**src/design/adc_seq_defines.svh**
```systemverilog
// timing counts, widths and reset values of the sampling sequencer
`ifndef ADC_SEQ_DEFINES_SVH
`define ADC_SEQ_DEFINES_SVH
`define CLK_PERIOD_NS      25
`define CONV_TIME_NS       2000
`define CONV_CYC           (`CONV_TIME_NS / `CLK_PERIOD_NS)
`define EXT_EDGES_PER_CONV 32
`define TIE_HIGH_CYC       64
`define TICK_W             8
`define HI_W               7
`define RES_W              12
`define SLOT_W             2
`define FIFO_DEPTH         8
`define MODE_RESET         4'h0
`define TRACK_ALL          4'hf
`define TRACK_NONE         4'h0
`define SLOT_FIRST         2'h0
`define SIGN_FLIP          12'h800
`endif

```
**src/design/adc_seq_pkg.sv**
```systemverilog
// types shared by the sequencer and its result fifo
`include "adc_seq_defines.svh"
package adc_seq_pkg;
  typedef struct packed {
    logic pd;
    logic bank;
    logic [1:0] cnt_m1;
  } mode_s;

  typedef struct packed {
    logic start;
    logic cs_n;
    logic wr_n;
    logic rd_n;
    logic a3;
    logic a2;
    logic m1;
    logic m0;
    logic ext_clk;
  } pins_s;

  typedef struct packed {
    logic [`SLOT_W-1:0] slot;
    logic [`RES_W-1:0]  data;
  } res_s;

  typedef enum logic [1:0] {
    SEQ_IDLE  = 2'h0,
    SEQ_CONV  = 2'h1,
    SEQ_DRAIN = 2'h3
  } seq_e;

  typedef struct packed {
    pins_s                         s1;
    pins_s                         s2;
    pins_s                         prev;
    mode_s                         mode;
    mode_s                         mode_cap;
    mode_s                         run;
    seq_e                          seq;
    logic [`SLOT_W-1:0]            ch;
    logic [`TICK_W-1:0]            tick_cnt;
    logic [`HI_W-1:0]              hi_cnt;
    logic [`SLOT_W-1:0]            ptr;
    logic [3:0][`RES_W-1:0]        store;
    logic [`RES_W-1:0]             bus_o;
    logic                          bus_oe;
    logic                          int_n;
    logic [3:0]                    track_a;
    logic [3:0]                    track_b;
    logic [`SLOT_W-1:0]            buf_ch;
    logic                          busy;
    logic                          clk_int;
    logic                          pd;
  } seq_state_s;
endpackage

```
**src/design/adc_seq.sv**
```systemverilog
// sampling sequencer, result fifo and shared parallel host port
// Notes on behaviour
// - sample_start rising edge holds all four track/holds, starts a sequence.
// - further sample_start edges are ignored until the sequence has ended.
// - channels convert in order from first_channel up to the programmed count.
// - each channel takes 2 us on internal timing, else 32 clock pin edges; each result lands in its own of four slots.
// - after the last conversion completion goes low, track/holds track again.
// - bit 2 picks the bank, bits 1:0 give channel count minus one.
// - power_down_bit high powers down; of the other mode bits only bank still matters, for idle tracking.
// - after reset the mode is bank A, single channel.
// - host writes mode with chip-select and write low; latched on release.
// - a written mode stays in force until rewritten or reset.
// - with chip-select high, read and write are ignored and pins float.
// - two low result bits share pins with mode bits 2 and 3.
// - first read falling edge shows channel 1 and raises completion.
// - each read rising edge advances the result pointer.
// - the pointer wraps to channel 1 after four reads, whatever the count.
// - every accepted sample_start resets the pointer to channel 1.
// - clock pin tied high selects internal timing, else its edges time.
// - between sequences buffer sits on channel 1, other bank held.
// - a mode write with power_down_bit clear wakes the device.
// - reset leaves completion high and the sequencer ready.
// - result words are two's complement.

`include "adc_seq_defines.svh"

module adc_result_fifo #(
  parameter int WIDTH = 14,
  parameter int DEPTH = 8
) (
  // clock and reset
  input  wire logic             clk,
  input  wire logic             rst,
  // filling side
  input  wire logic             in_valid,
  output logic                  in_ready,
  input  wire logic [WIDTH-1:0] in_data,
  // draining side
  output logic                  out_valid,
  input  wire logic             out_ready,
  output logic      [WIDTH-1:0] out_data
);
  localparam int AW = $clog2(DEPTH);
  localparam int CW = $clog2(DEPTH + 1);

  typedef struct packed {
    logic [DEPTH-1:0][WIDTH-1:0] mem;
    logic [AW-1:0]               wr;
    logic [AW-1:0]               rd;
    logic [CW-1:0]               count;
  } fifo_state_s;

  fifo_state_s st_reg;
  fifo_state_s st_next;
  logic        push;
  logic        pop;

  // separate count, so full and empty need no spare slot
  assign in_ready  = st_reg.count != CW'(DEPTH);
  assign out_valid = st_reg.count != '0;
  assign out_data  = st_reg.mem[st_reg.rd];

  always_comb begin
    st_next = st_reg;
    push    = in_valid && in_ready;
    pop     = out_valid && out_ready;
    if (push) begin
      st_next.mem[st_reg.wr] = in_data;
      st_next.wr = (st_reg.wr == AW'(DEPTH - 1)) ? '0 : st_reg.wr + 1'b1;
    end
    if (pop) begin
      st_next.rd = (st_reg.rd == AW'(DEPTH - 1)) ? '0 : st_reg.rd + 1'b1;
    end
    if (push && !pop) begin
      st_next.count = st_reg.count + 1'b1;
    end else if (pop && !push) begin
      st_next.count = st_reg.count - 1'b1;
    end
  end

  always_ff @(posedge clk or posedge rst) begin
    if (rst) begin
      st_reg <= '0;
    end else begin
      st_reg <= st_next;
    end
  end
endmodule // adc_result_fifo

module adc_seq
  import adc_seq_pkg::*;
(
  // clock and reset
  input  wire logic              clk,
  input  wire logic              rst,
  // host strobes, all asynchronous pins
  input  wire logic              sample_start,
  input  wire logic              cs_n,
  input  wire logic              wr_n,
  input  wire logic              rd_n,
  input  wire logic              mode_bit0,
  input  wire logic              mode_bit1,
  // shared result_bus, bits 1:0 double as mode bits 3:2
  input  wire logic [`RES_W-1:0] result_bus_i,
  output logic      [`RES_W-1:0] result_bus_o,
  output logic                   result_bus_oe,
  output logic                   int_n,
  // conversion clock pin
  input  wire logic              ext_clk,
  // analog core
  input  wire logic [`RES_W-1:0] sar_data,
  output logic      [3:0]        track_a,
  output logic      [3:0]        track_b,
  output logic      [`SLOT_W-1:0] buf_ch,
  output logic                   conv_busy,
  output logic                   clk_internal,
  output logic                   power_down
);
  seq_state_s r_reg;
  seq_state_s r_next;
  pins_s      pins;
  logic       wr_act;
  logic       wr_act_prev;
  logic       rd_act;
  logic       rd_act_prev;
  logic       start_edge;
  logic       tick;
  logic       conv_done;
  res_s       push_word;
  logic       push_valid;
  logic       push_ready;
  res_s       pop_word;
  logic       pop_valid;
  logic       pop_ready;

  assign pins = '{start: sample_start, cs_n: cs_n, wr_n: wr_n, rd_n: rd_n,
                  a3: result_bus_i[1], a2: result_bus_i[0],
                  m1: mode_bit1, m0: mode_bit0, ext_clk: ext_clk};

  // read and write strobes only count with chip-select low; sample_start needs none
  assign wr_act      = !r_reg.s2.cs_n && !r_reg.s2.wr_n;
  assign wr_act_prev = !r_reg.prev.cs_n && !r_reg.prev.wr_n;
  assign rd_act      = !r_reg.s2.cs_n && !r_reg.s2.rd_n;
  assign rd_act_prev = !r_reg.prev.cs_n && !r_reg.prev.rd_n;
  assign start_edge  = r_reg.s2.start && !r_reg.prev.start;

  // internal timing when the pin sits high, else its rising edges
  assign tick = r_reg.clk_int || (r_reg.s2.ext_clk && !r_reg.prev.ext_clk);

  // store stays still while the host is reading it
  assign pop_ready = !rd_act;

  always_comb begin
    r_next     = r_reg;
    r_next.s1  = pins;
    r_next.s2  = r_reg.s1;
    r_next.prev = r_reg.s2;
    push_valid = 1'b0;
    // core gives offset binary; flipping the top bit makes two's complement
    push_word  = '{slot: r_reg.ch, data: sar_data ^ `SIGN_FLIP};
    if (r_reg.clk_int) begin
      conv_done = r_reg.tick_cnt == `TICK_W'(`CONV_CYC - 1);
    end else begin
      conv_done = tick
                  && r_reg.tick_cnt == `TICK_W'(`EXT_EDGES_PER_CONV - 1);
    end

    // tie-high detector for the clock pin
    // saturating, so a pin held high for ever never wraps back
    if (!r_reg.s2.ext_clk) begin
      r_next.hi_cnt = '0;
    end else if (r_reg.hi_cnt != `HI_W'(`TIE_HIGH_CYC)) begin
      r_next.hi_cnt = r_reg.hi_cnt + 1'b1;
    end
    r_next.clk_int = r_reg.hi_cnt == `HI_W'(`TIE_HIGH_CYC);

    // mode word follows the pins while write is active
    if (wr_act) begin
      r_next.mode_cap = '{pd: r_reg.s2.a3, bank: r_reg.s2.a2,
                          cnt_m1: {r_reg.s2.m1, r_reg.s2.m0}};
    end
    if (wr_act_prev && !wr_act) begin
      r_next.mode = r_reg.mode_cap;
    end
    r_next.pd = r_next.mode.pd;

    // host read side
    if (rd_act && !rd_act_prev) begin
      r_next.int_n = 1'b1;
    end
    if (rd_act_prev && !rd_act) begin
      r_next.ptr = r_reg.ptr + 1'b1; // two bits wrap after four
    end
    r_next.bus_oe = rd_act;
    // next pointer, so the word is ready when the pins turn around
    r_next.bus_o  = r_reg.store[r_next.ptr];

    // drained results go to their slot
    if (pop_valid && pop_ready) begin
      r_next.store[pop_word.slot] = pop_word.data;
    end

    case (r_reg.seq)
      SEQ_IDLE: begin
        // pulses while busy never reach here
        // ignored pulses leave the pointer where it was
        if (start_edge && !r_reg.mode.pd) begin
          r_next.seq      = SEQ_CONV;
          // mode copied at start; a later write waits for the next sample
          r_next.run      = r_reg.mode;
          r_next.ch       = `SLOT_FIRST;
          r_next.ptr      = `SLOT_FIRST;
          r_next.tick_cnt = '0;
          r_next.track_a  = `TRACK_NONE;
          r_next.track_b  = `TRACK_NONE;
          r_next.busy     = 1'b1;
        end
      end
      SEQ_CONV: begin
        // buffer follows the channel being converted
        r_next.buf_ch = r_reg.ch;
        if (conv_done) begin
          push_valid = 1'b1;
          // a full fifo stalls the channel until room appears
          if (push_ready) begin
            r_next.tick_cnt = '0;
            if (r_reg.ch == r_reg.run.cnt_m1) begin
              r_next.seq = SEQ_DRAIN;
            end else begin
              r_next.ch = r_reg.ch + 1'b1;
            end
          end
        end else if (tick) begin
          r_next.tick_cnt = r_reg.tick_cnt + 1'b1;
        end
      end
      SEQ_DRAIN: begin
        // completion only once every result sits in the store
        if (!pop_valid) begin
          r_next.seq   = SEQ_IDLE;
          r_next.int_n = 1'b0;
          r_next.busy  = 1'b0;
        end
      end
      default: begin
        r_next.seq  = SEQ_IDLE;
        r_next.busy = 1'b0;
      end
    endcase

    // idle: buffer on channel 1, selected bank tracks, other holds
    if (r_next.seq == SEQ_IDLE) begin
      r_next.buf_ch  = `SLOT_FIRST;
      r_next.track_a = r_next.mode.bank ? `TRACK_NONE : `TRACK_ALL;
      r_next.track_b = r_next.mode.bank ? `TRACK_ALL : `TRACK_NONE;
    end
  end

  // syncs reset to idle pin levels, so no false edge follows reset
  always_ff @(posedge clk or posedge rst) begin
    if (rst) begin
      r_reg       <= '0;
      r_reg.mode  <= `MODE_RESET;
      r_reg.int_n <= 1'b1;
      r_reg.s1    <= '1;
      r_reg.s2    <= '1;
      r_reg.prev  <= '1;
    end else begin
      r_reg <= r_next;
    end
  end

  // fifo lets capture go on while a read holds the store still
  adc_result_fifo #(
    .WIDTH($bits(res_s)),
    .DEPTH(`FIFO_DEPTH)
  ) u_fifo (
    .clk      (clk),
    .rst      (rst),
    .in_valid (push_valid),
    .in_ready (push_ready),
    .in_data  (push_word),
    .out_valid(pop_valid),
    .out_ready(pop_ready),
    .out_data (pop_word)
  );

  // every output straight from the state register
  assign result_bus_o  = r_reg.bus_o;
  assign result_bus_oe = r_reg.bus_oe;
  assign int_n         = r_reg.int_n;
  assign track_a       = r_reg.track_a;
  assign track_b       = r_reg.track_b;
  assign buf_ch        = r_reg.buf_ch;
  assign conv_busy     = r_reg.busy;
  assign clk_internal  = r_reg.clk_int;
  assign power_down    = r_reg.pd;
endmodule // adc_seq

```
**config.mk**
```make
export PLATFORM = sky130hd
export DESIGN_NAME = adc_seq
export DESIGN_NICKNAME = d
export VERILOG_FILES = /design/src/design/adc_seq_pkg.sv /design/src/design/adc_seq.sv
export VERILOG_INCLUDE_DIRS = /design/src /design/src/design
export SDC_FILE = /design/constraint.sdc
export NUM_CORES = 1
export LEC_CHECK = 0
export ABC_AREA = 1
export BUFFER_PORTS_ARGS = -buffer_cell sky130_fd_sc_hd__buf_2
export CORE_UTILIZATION = 56
export CTS_CLUSTER_SIZE = 20
export DETAILED_ROUTE_END_ITERATION = 7
export HOLD_SLACK_MARGIN = 0.12
export PLACE_DENSITY = 0.74
export SETUP_SLACK_MARGIN = 0.2
export SLEW_MARGIN = 25
export SYNTH_ARGS = -nofsm -noshare
export SYNTH_HDL_FRONTEND = slang
export SYNTH_SLANG_ARGS = --single-unit
```
**constraint.sdc**
```tcl
create_clock -name clk -period 13.6 [get_ports clk]
set_input_delay 1.36 -clock clk [delete_from_list [all_inputs] [get_ports clk]]
set_output_delay 1.36 -clock clk [all_outputs]
set_load 0.005 [all_outputs]
```
# Yosys cells after proc, flatten, opt, wreduce, memory -nomap -nowiden
# Cells that the tools add are included.
# totals
regBits	250
in_bits	33
out_inout_bits	27
wordCells	182
# op_classes
add_sub_neg	8
magnitude_cmp	6
eq_ne	18
muxes	45
bitwise_logic	2
reduce_logical	45
# op_table
cell	count
$bwmux 112	1
$bwmux 48	1
$mux 12	4
$bmux 14 s3	1
$demux 14 s3	1
$mux 8	4
$mux 14	2
$bmux 12 s2	1
$demux 12 s2	1
$mux 4	5
$pmux 10 s2	1
$logic_and 1x1->1	17
$logic_not 1->1	14
$mux 2	7
$mux 7	2
$mux 10	1
$reduce_bool 2->1	5
$mux 3	3
$add 8x1->8 const B	1
$eq 8x5->1 const B	1
$eq 8x7->1 const B	1
$lt 3x4->1 const B	2
$mux 1	8
$ne 2x2->1 const B	4
28 further kinds	36

# Longest topological paths before layout
# Gate-level depths: netlist of the first run.
# logic_depth
word_depth	12
ltp_mapped	14

# By module
# A second synthesis of the first run with hierarchy kept.
# unflattened
hier_cells	1574
area_unflattened_um2	12005.3
# modules_own_cells
module	instances	cells_each	area_per_inst_um2	seq_area_each_um2
adc_result_fifo	1	968	6660.1	3052.9
adc_seq	1	606	5345.1	3083.0

# Worst setup path before layout of the first run
# No wires, ideal clock.
# synth_path
kind	reg2reg
startpoint	register r_reg (netlist bit r_next[108])
endpoint	register u_fifo.st_reg[3] (netlist bit)
setup_time_ns	0.131
arrival_time_ns	2.444
t_required_ns	13.469
setup_slack_ns	11.025
stages_incl_launch_ff	15
path_buffers	2
period_less_slack_ns	2.575
path_cell_list	dfstp_2 buf_2 nand2_1 a21oi_1 nand2_1 a21oi_4 buf_2 ha_1 inv_1 ha_1 a21oi_1 nand2_1 a21oi_1 o21ai_0 xor2_1
# synth_via
elab_chain_cells	10
elab_cells_between_ends	12
cone_classes	mux (4); reduce/logical (8)
# synth_lines
element	line	source
start: declaration	adc_seq.sv:119	seq_state_s r_reg;
start signal: assignment	adc_seq.sv:269	r_reg <= r_next;
$logic_and 1x1->1 (*)	adc_seq.sv:148	assign tick = r_reg.clk_int || (r_reg.s2.ext_clk && !r_reg.prev.ext_clk);
$logic_or 1x1->1 (*)	adc_seq.sv:148	
$logic_and 1x1->1 (*)	adc_seq.sv:164	conv_done = tick
$mux 1 (*)	adc_seq.sv:161	if (r_reg.clk_int) begin
$mux 1 (*)	adc_seq.sv:222	if (conv_done) begin
$mux 1 (*)	adc_seq.sv:203	case (r_reg.seq)
$logic_and 1x1->1 (*)	adc_seq.sv:65	push = in_valid && in_ready;
via u_fifo.push	adc_seq.sv:55	logic push;
$logic_not 1->1	adc_seq.sv:76	end else if (pop && !push) begin
$logic_and 1x1->1	adc_seq.sv:76	
$reduce_bool 2->1 (no line)	-	
end signal: assignment	adc_seq.sv:85	st_reg <= st_next;
end: declaration	adc_seq.sv:53	fifo_state_s st_reg;
# Mark *: on every way through the listed nets, which the timed path passes. The rest lies on a longest branch.
# A chain may end at the register's enable or synchronous reset.

# Final worst setup path of the first run
# layout_path
startpoint	register u_fifo.st_reg[4] (netlist bit)
endpoint	register r_reg[29] (netlist bit)
# layout_via
elab_chain_cells	7
elab_cells_between_ends	8
cone_classes	order compare (2); mux (5); reduce/logical (1)
# layout_lines
element	line	source
$bmux 14 s3 (*)	adc_seq.sv:61	assign out_data = st_reg.mem[st_reg.rd];
$mux 14 (implied by the code) (*)	adc_seq.sv:61	
$lt 2x3->1 (implied by the code) / $ge 2x1->1 (equally long branches)	adc_seq.sv:200	r_next.store[pop_word.slot] = pop_word.data;
$logic_and 1x1->1 (implied by the code)	adc_seq.sv:200	
$mux 12 (implied by the code)	adc_seq.sv:200	
$demux 12 s2	adc_seq.sv:200	
$bwmux 48 (*)	adc_seq.sv:200	
# Every way passes the cells marked *; elsewhere a longest branch is shown, timed or not. The select of a mux whose other input is x is not followed.

==> out/metrics.yaml, run 1 <==
finalHoldViolCount: 0
p_int_uw: 1529
ys_seq_area_share_pct: 52.15
finClkSkew_ns: 0.008519
layout_commonest_cell: "nand2_1"
clkTransAtPathRegs_ns: 0.06
multi_input_area_um2: 4786
drv_cap: 0
grt_pass1_wl_um: 46200
hp-start: "r_next[122]"
seq_area_um2: 6138
synthXorXnorAreaFrac_pct: 0.8932
power_switching_uw: 829.5
synth_compound_area_share_pct: 5.880
initialDrtViolationCount: 743
gp_congestion: 0.8129
synthTopCellsByArea: "dfrtp_1 (47%), nand2_1 (17%), nand4_1 (6.4%), dfstp_2 (5.4%), nor2_1 (4.4%)"
fin_crit_ns: 3.544
slew_headroom_pct: 35.22
crit_chain: "buf_4 > inv_2 > nand2_1 > nand2_1 > nand2_1 > nand2_1 > o21ai_2 > nand3_1 > nand2_1 > nand2_1"
numCtsBuffers: 26
stdcell_area_um2: 12780
p_leak_uw: 0.006104
synth.distinct_cells: 36
setup.worst_path.start: "u_fifo.st_reg[4]"
layout_common_cells: "nand2_1 (530), dfrtp_1 (218), nor2_1 (133)"
fmax_mhz: 282.1
synth_top_family_by_area: "simple AND/OR/NAND/NOR gates"
tns_ns: 0
synth_mux_area_share_pct: 0.09570
core-area_um2: 20430
syn_inst: 1449
die_x_um: 147.0
n_antenna_cell: 0
placed_area_um2: 11840
cpMaxStageDelayCell: "nand3_1"
grt.total_usage_pct: 26.39
hold_path_class: "reg2reg"
wl_per_cell_um: 16.21
synthFlopType: "dfrtp_1"
ctsResizeCount: 0
synth_seq_cells: 244
cp.arrival_ns: 3.96
hpwl_um: 15420
cts.sinks: 244
fp-row-count: 52
clockPowerShare_pct: 32.2
syn-cell-area_um2: 11770
grt_pass1_vias: 9071
dr.pass1.iters: 5
antenna_found_initial: 0
drc: 0
start_util_pct: 57.59
hold_slack_ns: 0.3551
r2r-start: "u_fifo.st_reg[4]"
io_buffers: 49
worstMarginPinSlew_ns: 0.9688
cp_top_family: "simple AND/OR/NAND/NOR gates"
clk_path_buf_depth: 3
crit_top_cell: "nand2_1"
synth_fa_ha_area_share_pct: 1.234
die_area_um2: 21590
post-cts-setup-buffers: 0
seq_power_share_pct: 39.2
cts_tree: "built"
clk_latency_ns: 0.53
crit_required_ns: 14.01
min_period_over_period_pct: 26.06
final_core_util_pct: 62.54
cp_slowest_stage_delay_ns: 0.64
ir_worst_vdd_mv: 0.1378
avgSynthCellArea_um2: 8.120
synth_edf_count: 0
pre_cts_slack_ns: 10.02
grt-ovfl-total: 0
num_vias: 9502
drive_gt1_share_pct: 11.82
drv_slew: 0
grt_max_degree: 113
ant_nets: 0
largest_register_ffs: 122
cts_max_level: 1
setup_viol: 0
yosysTopAreaCell: "dfrtp_1"
ioPinCount: 60
critPathBufInv: 2
start_kind: "register"
area_growth_pct: 8.592
fin_nets: 1462
p_comb_share_pct: 28.6
n_fill_cell: 1838
layout_setup_ws_ns: 10.06
rsz0062_at_grt: "false"
clockRootBuffer: "clkbuf_16"
worst-setup-path-type: "reg2reg"
die_y_um: 147.0
synthSimpleGateAreaFrac_pct: 32.49
synth_nets: 1493
via_per_inst: 5.563
yosysTopAreaCellShare_pct: 46.79
hold_buffers: 0
end_kind: "register"
powerDensity_nw_per_um2: 184.6
run_status: "complete, no violations"
async_reset_ff_share_pct: 100.0
crit_path_max_fanout: 59
drt-total-wl_um: 27690
sw_frac_of_total_pct: 35.17
yosysWarnings: 0
[metrics by stage]
step	total power, uW	std cells
floorplan	1451	1449
global placement	1583	1660
detailed placement	1600	1660
CTS	2367	1708
global route	2503	1708
finish	2359	1708
[synthesized netlist by cell type, drive strengths merged (2+ instances only)]
master / instances
ha: 10
xnor2: 7
a31oi: 2
a21oi: 10
buf: 73
nor3: 5
nand3: 55
clkbuf: 47
nor2: 141
xor2: 5
o211ai: 13
inv: 60
dfrtp: 220
o21ai: 98
nand4: 126
dfstp: 24
or2: 15
nand2: 531
o22ai: 3
[per-layer routing]
layer  part of all wire [%]  up-vias  track usage (%)
li1                       -     4628                -
met1                     45     4565            36.93
met2                     48      267            43.58
met3                    5.6       42            3.447
met4                    2.1        0            7.062
met5                      0        -                0
[worst reg2reg max path: stages, from the launching register on]
cell and delay [ns]:
dfrtp_2 0.34, buf_4 0.56, inv_2 0.61, nand2_1 0.17, nand2_1 0.06, nand2_1 0.07
nand2_1 0.10, o21ai_2 0.58, nand3_1 0.65, nand2_1 0.22, nand2_1 0.07
[worst paths after layout]
path,to,slack (ns),cells after the start
max in group asynchronous,u_fifo.st_reg[4],10.70,4
min in group asynchronous,r_reg[101],0.97,2
worst min-delay path,r_next[113],0.36,0
worst min register to register,r_next[113],0.36,0
worst max register to register,r_reg[29],10.06,10
worst max-delay path,r_reg[29],10.06,10
[layout make-up]
type | instances | area share [%]
Clock buffer | 39 | 6.375
Multi-Input combinational cell | 1024 | 37.46
Clock inverter | 9 | 0.9597
Sequential cell | 244 | 48.04
Tap cell | 270 | 2.644
Inverter | 61 | 1.870
Timing Repair Buffer | 61 | 2.654
[logic make-up after synthesis]
group                    after synthesis
AND/OR/NAND/NOR                      873
XOR/XNOR                              12
buffers and inverters                181
AO/OA/AOI/OAI                        127
multiplexers                           1
adder cells (fa/ha/maj)               11
flip-flops                           244
[power by group through the flow]
| stage | Combinational [uW] | Clock, uW | Sequential, uW |
|---|---|---|---|
| finish | 676 | 759 | 924 |
| global route | 767 | 799 | 937 |
| CTS | 670 | 773 | 924 |
| detailed placement | 665 | 0 | 935 |
| global placement | 650 | 0 | 932 |
| floorplan | 546 | 0 | 905 |
(Power assumes the default switching activity.)
==> run 2: changes to the inputs <==
--- a/config.mk
+++ b/config.mk
@@ -6,7 +6,7 @@
 export SDC_FILE = /design/constraint.sdc
 export NUM_CORES = 1
 export LEC_CHECK = 0
-export ABC_AREA = 1
+export ABC_AREA = 0
 export BUFFER_PORTS_ARGS = -buffer_cell sky130_fd_sc_hd__buf_2
 export CORE_UTILIZATION = 56
 export CTS_CLUSTER_SIZE = 20
==> constraint.sdc (replaced) <==
create_clock -name clk -period 3.5 [get_ports clk]
set_input_delay 0.35 -clock clk [delete_from_list [all_inputs] [get_ports clk]]
set_output_delay 0.35 -clock clk [all_outputs]
set_load 0.005 [all_outputs]
==> run 2 against run 1 <==
Net effect:
- clock power rose to 3.6 times the previous value
- largest power group unchanged
- flip-flop and latch count unchanged
- fmax up 22%
- via count down 38%
- hold slack worse by 0.19 ns
- synthesized cell count down 51%
==> out/metrics.yaml, run 2 <==
run_status: "complete, no violations"
grt.total_usage_pct: 21.81
antenna_found_initial: 0
die_x_um: 140.9
powerDensity_nw_per_um2: 667.6
syn_inst: 717
power_switching_uw: 2261
cts.sinks: 244
synthTopCellsByCount: "dfrtp_1 (220), mux2_2 (154), mux4_2 (40)"
grt-ovfl-total: 0
wl_met1_um: 8768
clk_path_buf_depth: 3
via_per_inst: 5.660
min_period_over_period_pct: 83.26
start_kind: "register"
ioPinCount: 60
rr_endpoint: "u_fifo.st_reg[3]"
sw_frac_of_total_pct: 27.91
fin_nets: 808
n_antenna_cell: 0
hold_path_class: "in2reg"
route.met3.wl_um: 666
p_int_uw: 5841
finClkSkew_ns: 0.007653
post-cts-setup-buffers: 0
seq_power_share_pct: 43.1
synth_seq_cells: 244
crit_path_max_fanout: 7
ant_nets: 0
dp_cells: 985
largest_register_ffs: 122
synth_edf_count: 0
wl_per_cell_um: 19.64
fin_crit_ns: 2.914
async_reset_ff_share_pct: 100.0
ctsResizeCount: 0
clockPowerShare_pct: 34.1
gp_congestion: 0.8316
grt_pass1_wl_um: 33610
synth_nets: 761
clockRootBuffer: "clkbuf_16"
drv_cap: 0
synthTopCellsByArea: "dfrtp_1 (51%), mux2_2 (16%), mux4_2 (8.3%), dfstp_2 (5.8%), mux2_4 (2.8%)"
core-area_um2: 18830
setup_viol: 0
clkTransAtPathRegs_ns: 0.06
area_growth_pct: 12.27
start_util_pct: 57.41
end_kind: "register"
crit_required_ns: 3.90
r2r_slack_ns: 0.59
yosysWarnings: 0
synth_mux_area_share_pct: 28.43
drt-total-wl_um: 20510
ir_worst_vdd_mv: 0.4531
fp-row-count: 50
drive_gt1_share_pct: 45.92
yosysTopAreaCellShare_pct: 50.93
drv_slew: 0
finalHoldViolCount: 0
cts_max_level: 1
synthXorXnorAreaFrac_pct: 1.053
synth_compound_area_share_pct: 2.743
syn-cell-area_um2: 10810
layout_common_cells: "dfrtp_1 (220), mux2_2 (154), buf_2 (49)"
io_buffers: 49
synth_top_family_by_area: "multiplexers"
dr.pass1.iters: 4
hpwl_um: 12870
numCtsBuffers: 26
fmax_mhz: 343.2
crit_end: "u_fifo.st_reg[3]"
die_y_um: 140.9
yosysMostFrequentCell: "dfrtp_1"
synthSimpleGateAreaFrac_pct: 5.799
grt_pass1_vias: 6379
drc: 0
synthFlopType: "dfrtp_1"
clk_latency_ns: 0.52
tns_ns: 0
synth_fa_ha_area_share_pct: 1.343
reg2reg_depth: 13
num_vias: 5909
r2r-start: "r_reg[84]"
rsz0062_at_grt: "false"
setup.worst_path.start: "r_reg[84]"
synth.distinct_cells: 55
grt_max_degree: 182
worstMarginPinSlew_ns: 1.094
initialDrtViolationCount: 276
die_area_um2: 19860
p_comb_share_pct: 22.7
cts_tree: "built"
wl_met2_um: 10680
fin_cells: 1044
p_leak_uw: 0.005637
yosysTopAreaCell: "dfrtp_1"
highest_layer: "met4"
layout_commonest_cell: "dfrtp_1"
cp.arrival_ns: 3.32
avgSynthCellArea_um2: 15.08
slew_headroom_pct: 27.10
ys_seq_area_share_pct: 56.76
hold_buffers: 11
worst-setup-path-type: "reg2reg"
[run 2: worst max-delay path: stages, from the launching register on]
cell and delay [ns]:
dfrtp_1 0.40, ha_1 0.24, nand3_1 0.16, nor3_4 0.27
nand3_4 0.15, nor2_1 0.27, ha_1 0.25, inv_1 0.09
ha_1 0.28, a21o_1 0.17, a21oi_1 0.16, xnor2_1 0.13
nor2_1 0.07, xor2_1 0.14
[run 2: stage by stage]
step | worst slack, ns | total power (uW) | area (um2) | utilization [%] | hold slack [ns]
5_1_grt | 0.4100 | 8494 | 12140 | 64.45 | 0.1664
6_report | 0.5861 | 8102 | 12140 | 64.45 | 0.1642
3_3_place_gp | 0.6948 | 5291 | 11130 | 59.12 | 0.3464
3_5_place_dp | 0.6255 | 5390 | 11130 | 59.12 | 0.3469
2_1_floorplan | -0.03418 | 4963 | 10810 | - | 0.3452
4_1_cts | 0.5977 | 8193 | 12140 | 64.45 | 0.1491
[run 2: layout make-up]
cell class	count	area [um2]
fillers	1347	6694
clock inverters	3	18.77
multi-input cells	407	4263
clock buffers	45	875.8
repair buffers	74	473.0
flip-flops and latches	244	6136
well taps	260	325.3
inverters	11	45.04
[run 2: how the worst min path moves through the flow]
stage	start	endpoint	slack, ns	cells past startpoint
3_3_place_gp	r_next[125]	r_next[116]	0.35	0
6_report	sar_data[9]	u_fifo.st_reg[89]	0.16	2
5_1_grt	sar_data[0]	u_fifo.st_reg[66]	0.17	2
2_1_floorplan	r_next[117]	r_next[108]	0.35	0
4_1_cts	sar_data[3]	u_fifo.st_reg[69]	0.15	2
3_5_place_dp	r_next[119]	r_next[110]	0.35	0
[run 2: kinds of logic (layout without fill, tap and decap cells)]
group	after synthesis	after routing
simple gates	109	109
xor+xnor	13	13
fa+ha+maj	11	11
buf+inv	66	133
mux	227	227
compound gates	47	47
flops	244	244
[run 2: power groups by stage]
stage	clock network [uW]	logic [uW]	registers [uW]
2_1_floorplan	0	1570	3400
3_3_place_gp	0	1780	3510
3_5_place_dp	0	1850	3540
4_1_cts	2820	1880	3490
5_1_grt	2940	2010	3540
6_report	2770	1840	3490
[run 2: per-layer routing]
layer,vias to the layer above,GRT usage (%)
met1,3103,28.15
met5,-,0
li1,2670,-
met3,37,2.887
met4,0,5.378
met2,99,39.17
==> run 3: changes to the inputs <==
--- a/config.mk
+++ b/config.mk
@@ -6,13 +6,13 @@
 export SDC_FILE = /design/constraint.sdc
 export NUM_CORES = 1
 export LEC_CHECK = 0
-export ABC_AREA = 0
+export ABC_AREA = 1
 export BUFFER_PORTS_ARGS = -buffer_cell sky130_fd_sc_hd__buf_2
 export CORE_UTILIZATION = 56
 export CTS_CLUSTER_SIZE = 20
 export DETAILED_ROUTE_END_ITERATION = 7
 export HOLD_SLACK_MARGIN = 0.12
-export PLACE_DENSITY = 0.74
+export PLACE_DENSITY = 0.77
 export SETUP_SLACK_MARGIN = 0.2
 export SLEW_MARGIN = 25
 export SYNTH_ARGS = -nofsm -noshare
==> constraint.sdc (replaced) <==
create_clock -name clk -period 2.61 [get_ports clk]
set_input_delay 0.261 -clock clk [delete_from_list [all_inputs] [get_ports clk]]
set_output_delay 0.261 -clock clk [all_outputs]
set_load 0.005 [all_outputs]
==> run 3 against run 2 <==
Net effect:
- core utilization is 0.13 points higher
- hold slack about the same
- non-clock buffer count increased by 30
- clock skew rose by 0.013 ns
- combinational power increased by 100%
- flip-flop and latch count is the same
- via count is 67% higher
- critical path type unchanged
- critical endpoint unchanged
- largest power group unchanged
==> out/metrics.yaml, run 3 (same netlist as run 1, synthesis figures left out) <==
area_growth_pct: 12.13
start_util_pct: 57.59
setup.worst_path.start: "r_reg[85]"
n_fill_cell: 1743
setup_viol: 0
layout_setup_ws_ns: 0.2640
end_kind: "register"
ioPinCount: 60
grt.total_usage_pct: 27.35
worst-setup-path-type: "reg2reg"
die_x_um: 147.0
p_comb_share_pct: 30.3
drv_slew: 0
sw_frac_of_total_pct: 35.07
seq_power_share_pct: 38.5
dr.pass1.iters: 5
via_per_inst: 5.646
rsz0062_at_grt: "true"
hp-start: "sar_data[11]"
p_int_uw: 8055
fin_crit_ns: 2.346
grt_pass1_vias: 9685
largest_register_ffs: 122
start_kind: "register"
hold_slack_ns: 0.1638
min_period_over_period_pct: 89.88
drive_gt1_share_pct: 13.11
ir_worst_vdd_mv: 0.5168
final_core_util_pct: 64.58
clk_path_buf_depth: 3
crit_required_ns: 3.01
finClkSkew_ns: 0.02061
hold_path_class: "in2reg"
num_vias: 9881
p_leak_uw: 0.006300
cp.arrival_ns: 2.74
gp_congestion: 0.8238
worstMarginPinSlew_ns: 0.9703
hpwl_um: 16570
die_area_um2: 21590
grt-ovfl-total: 0
antenna_found_initial: 0
crit_path_max_fanout: 6
clkTransAtPathRegs_ns: 0.06
numCtsBuffers: 27
layout_commonest_cell: "nand2_1"
clockRootBuffer: "clkbuf_16"
drv_cap: 0
ant_nets: 0
clockPowerShare_pct: 31.2
fp-row-count: 52
initialDrtViolationCount: 832
cts_max_level: 1
grt_pass1_wl_um: 47990
tns_ns: 0
power_switching_uw: 4352
seq_area_um2: 6140
grt_max_degree: 118
clk_latency_ns: 0.54
run_status: "complete, no violations"
fin_nets: 1506
drt-total-wl_um: 28510
drc: 0
powerDensity_nw_per_um2: 940.4
cts.sinks: 244
core-area_um2: 20430
n_antenna_cell: 0
pre_cts_slack_ns: 0.1703
die_y_um: 147.0
multi_input_area_um2: 4816
r2r-start: "r_reg[85]"
io_buffers: 49
finalHoldViolCount: 0
fmax_mhz: 426.3
layout_common_cells: "nand2_1 (530), dfrtp_1 (217), nor2_1 (133)"
slew_headroom_pct: 35.08
wl_per_cell_um: 16.29
cts_tree: "built"
run 3: path summary, 6_finish.rpt:
check,to,slack (ns),depth (start not counted)
worst max-delay path,u_fifo.st_reg[3],0.26,13
worst min-delay path,u_fifo.st_reg[49],0.16,4
worst max register to register,u_fifo.st_reg[3],0.26,13
worst min register to register,r_next[110],0.35,0
max in group asynchronous,r_reg[88],1.61,4
min in group asynchronous,r_reg[72],0.46,4
run 3: final cells by class:
class / count / area share [%]
well taps: 270 / 2.560
clock inverters: 7 / 0.8345
inverters: 61 / 1.783
flip-flops and latches: 244 / 46.53
clock buffers: 40 / 6.022
repair buffers: 104 / 5.766
multi-input cells: 1024 / 36.50
run 3: metal layers:
layer | up-vias | track usage (%) | share of wire (%)
met5 | - | 0 | 0
met4 | 0 | 7.474 | 1.7
met3 | 50 | 3.292 | 7.2
met2 | 363 | 45.52 | 48
met1 | 4754 | 38.09 | 43
li1 | 4714 | - | -
run 3: stage by stage:
step,instances,power (uW),area [um2]
2_1_floorplan,1449,7574,11790
3_3_place_gp,1679,8362,12040
3_5_place_dp,1679,8472,12040
4_1_cts,1748,12410,13170
5_1_grt,1750,13230,13190
6_report,1750,12410,13190
run 3: what timing repair did:
item | CTS | global route
gates resized for setup | 1 | 3
cloned | 0 | 0
hold endpoints to repair | 317 | 0
hold buffers | 21 | 0
setup endpoints to repair | 1 | 27
setup buffers | 1 | 2
pin swaps | 0 | 2
run 3: worst max-delay path, cell delays in order, from the launching register on:
cell and delay (ns):
dfrtp_1 0.43, ha_4 0.19, nand3_1 0.12, a21oi_1 0.15
nand2_1 0.14, a21oi_4 0.16, ha_1 0.17, inv_2 0.07
ha_4 0.22, a21oi_1 0.13, nand2_1 0.08, a21oi_1 0.11
o21ai_0 0.11, xor2_1 0.15
run 3: power by group through the flow:
stage,sequential (uW),combinational [uW],clock [uW]
3_5_place_dp,4810,3660,0
5_1_grt,4850,4290,4090
6_report,4770,3760,3880
4_1_cts,4760,3720,3940
2_1_floorplan,4720,2850,0
3_3_place_gp,4790,3570,0
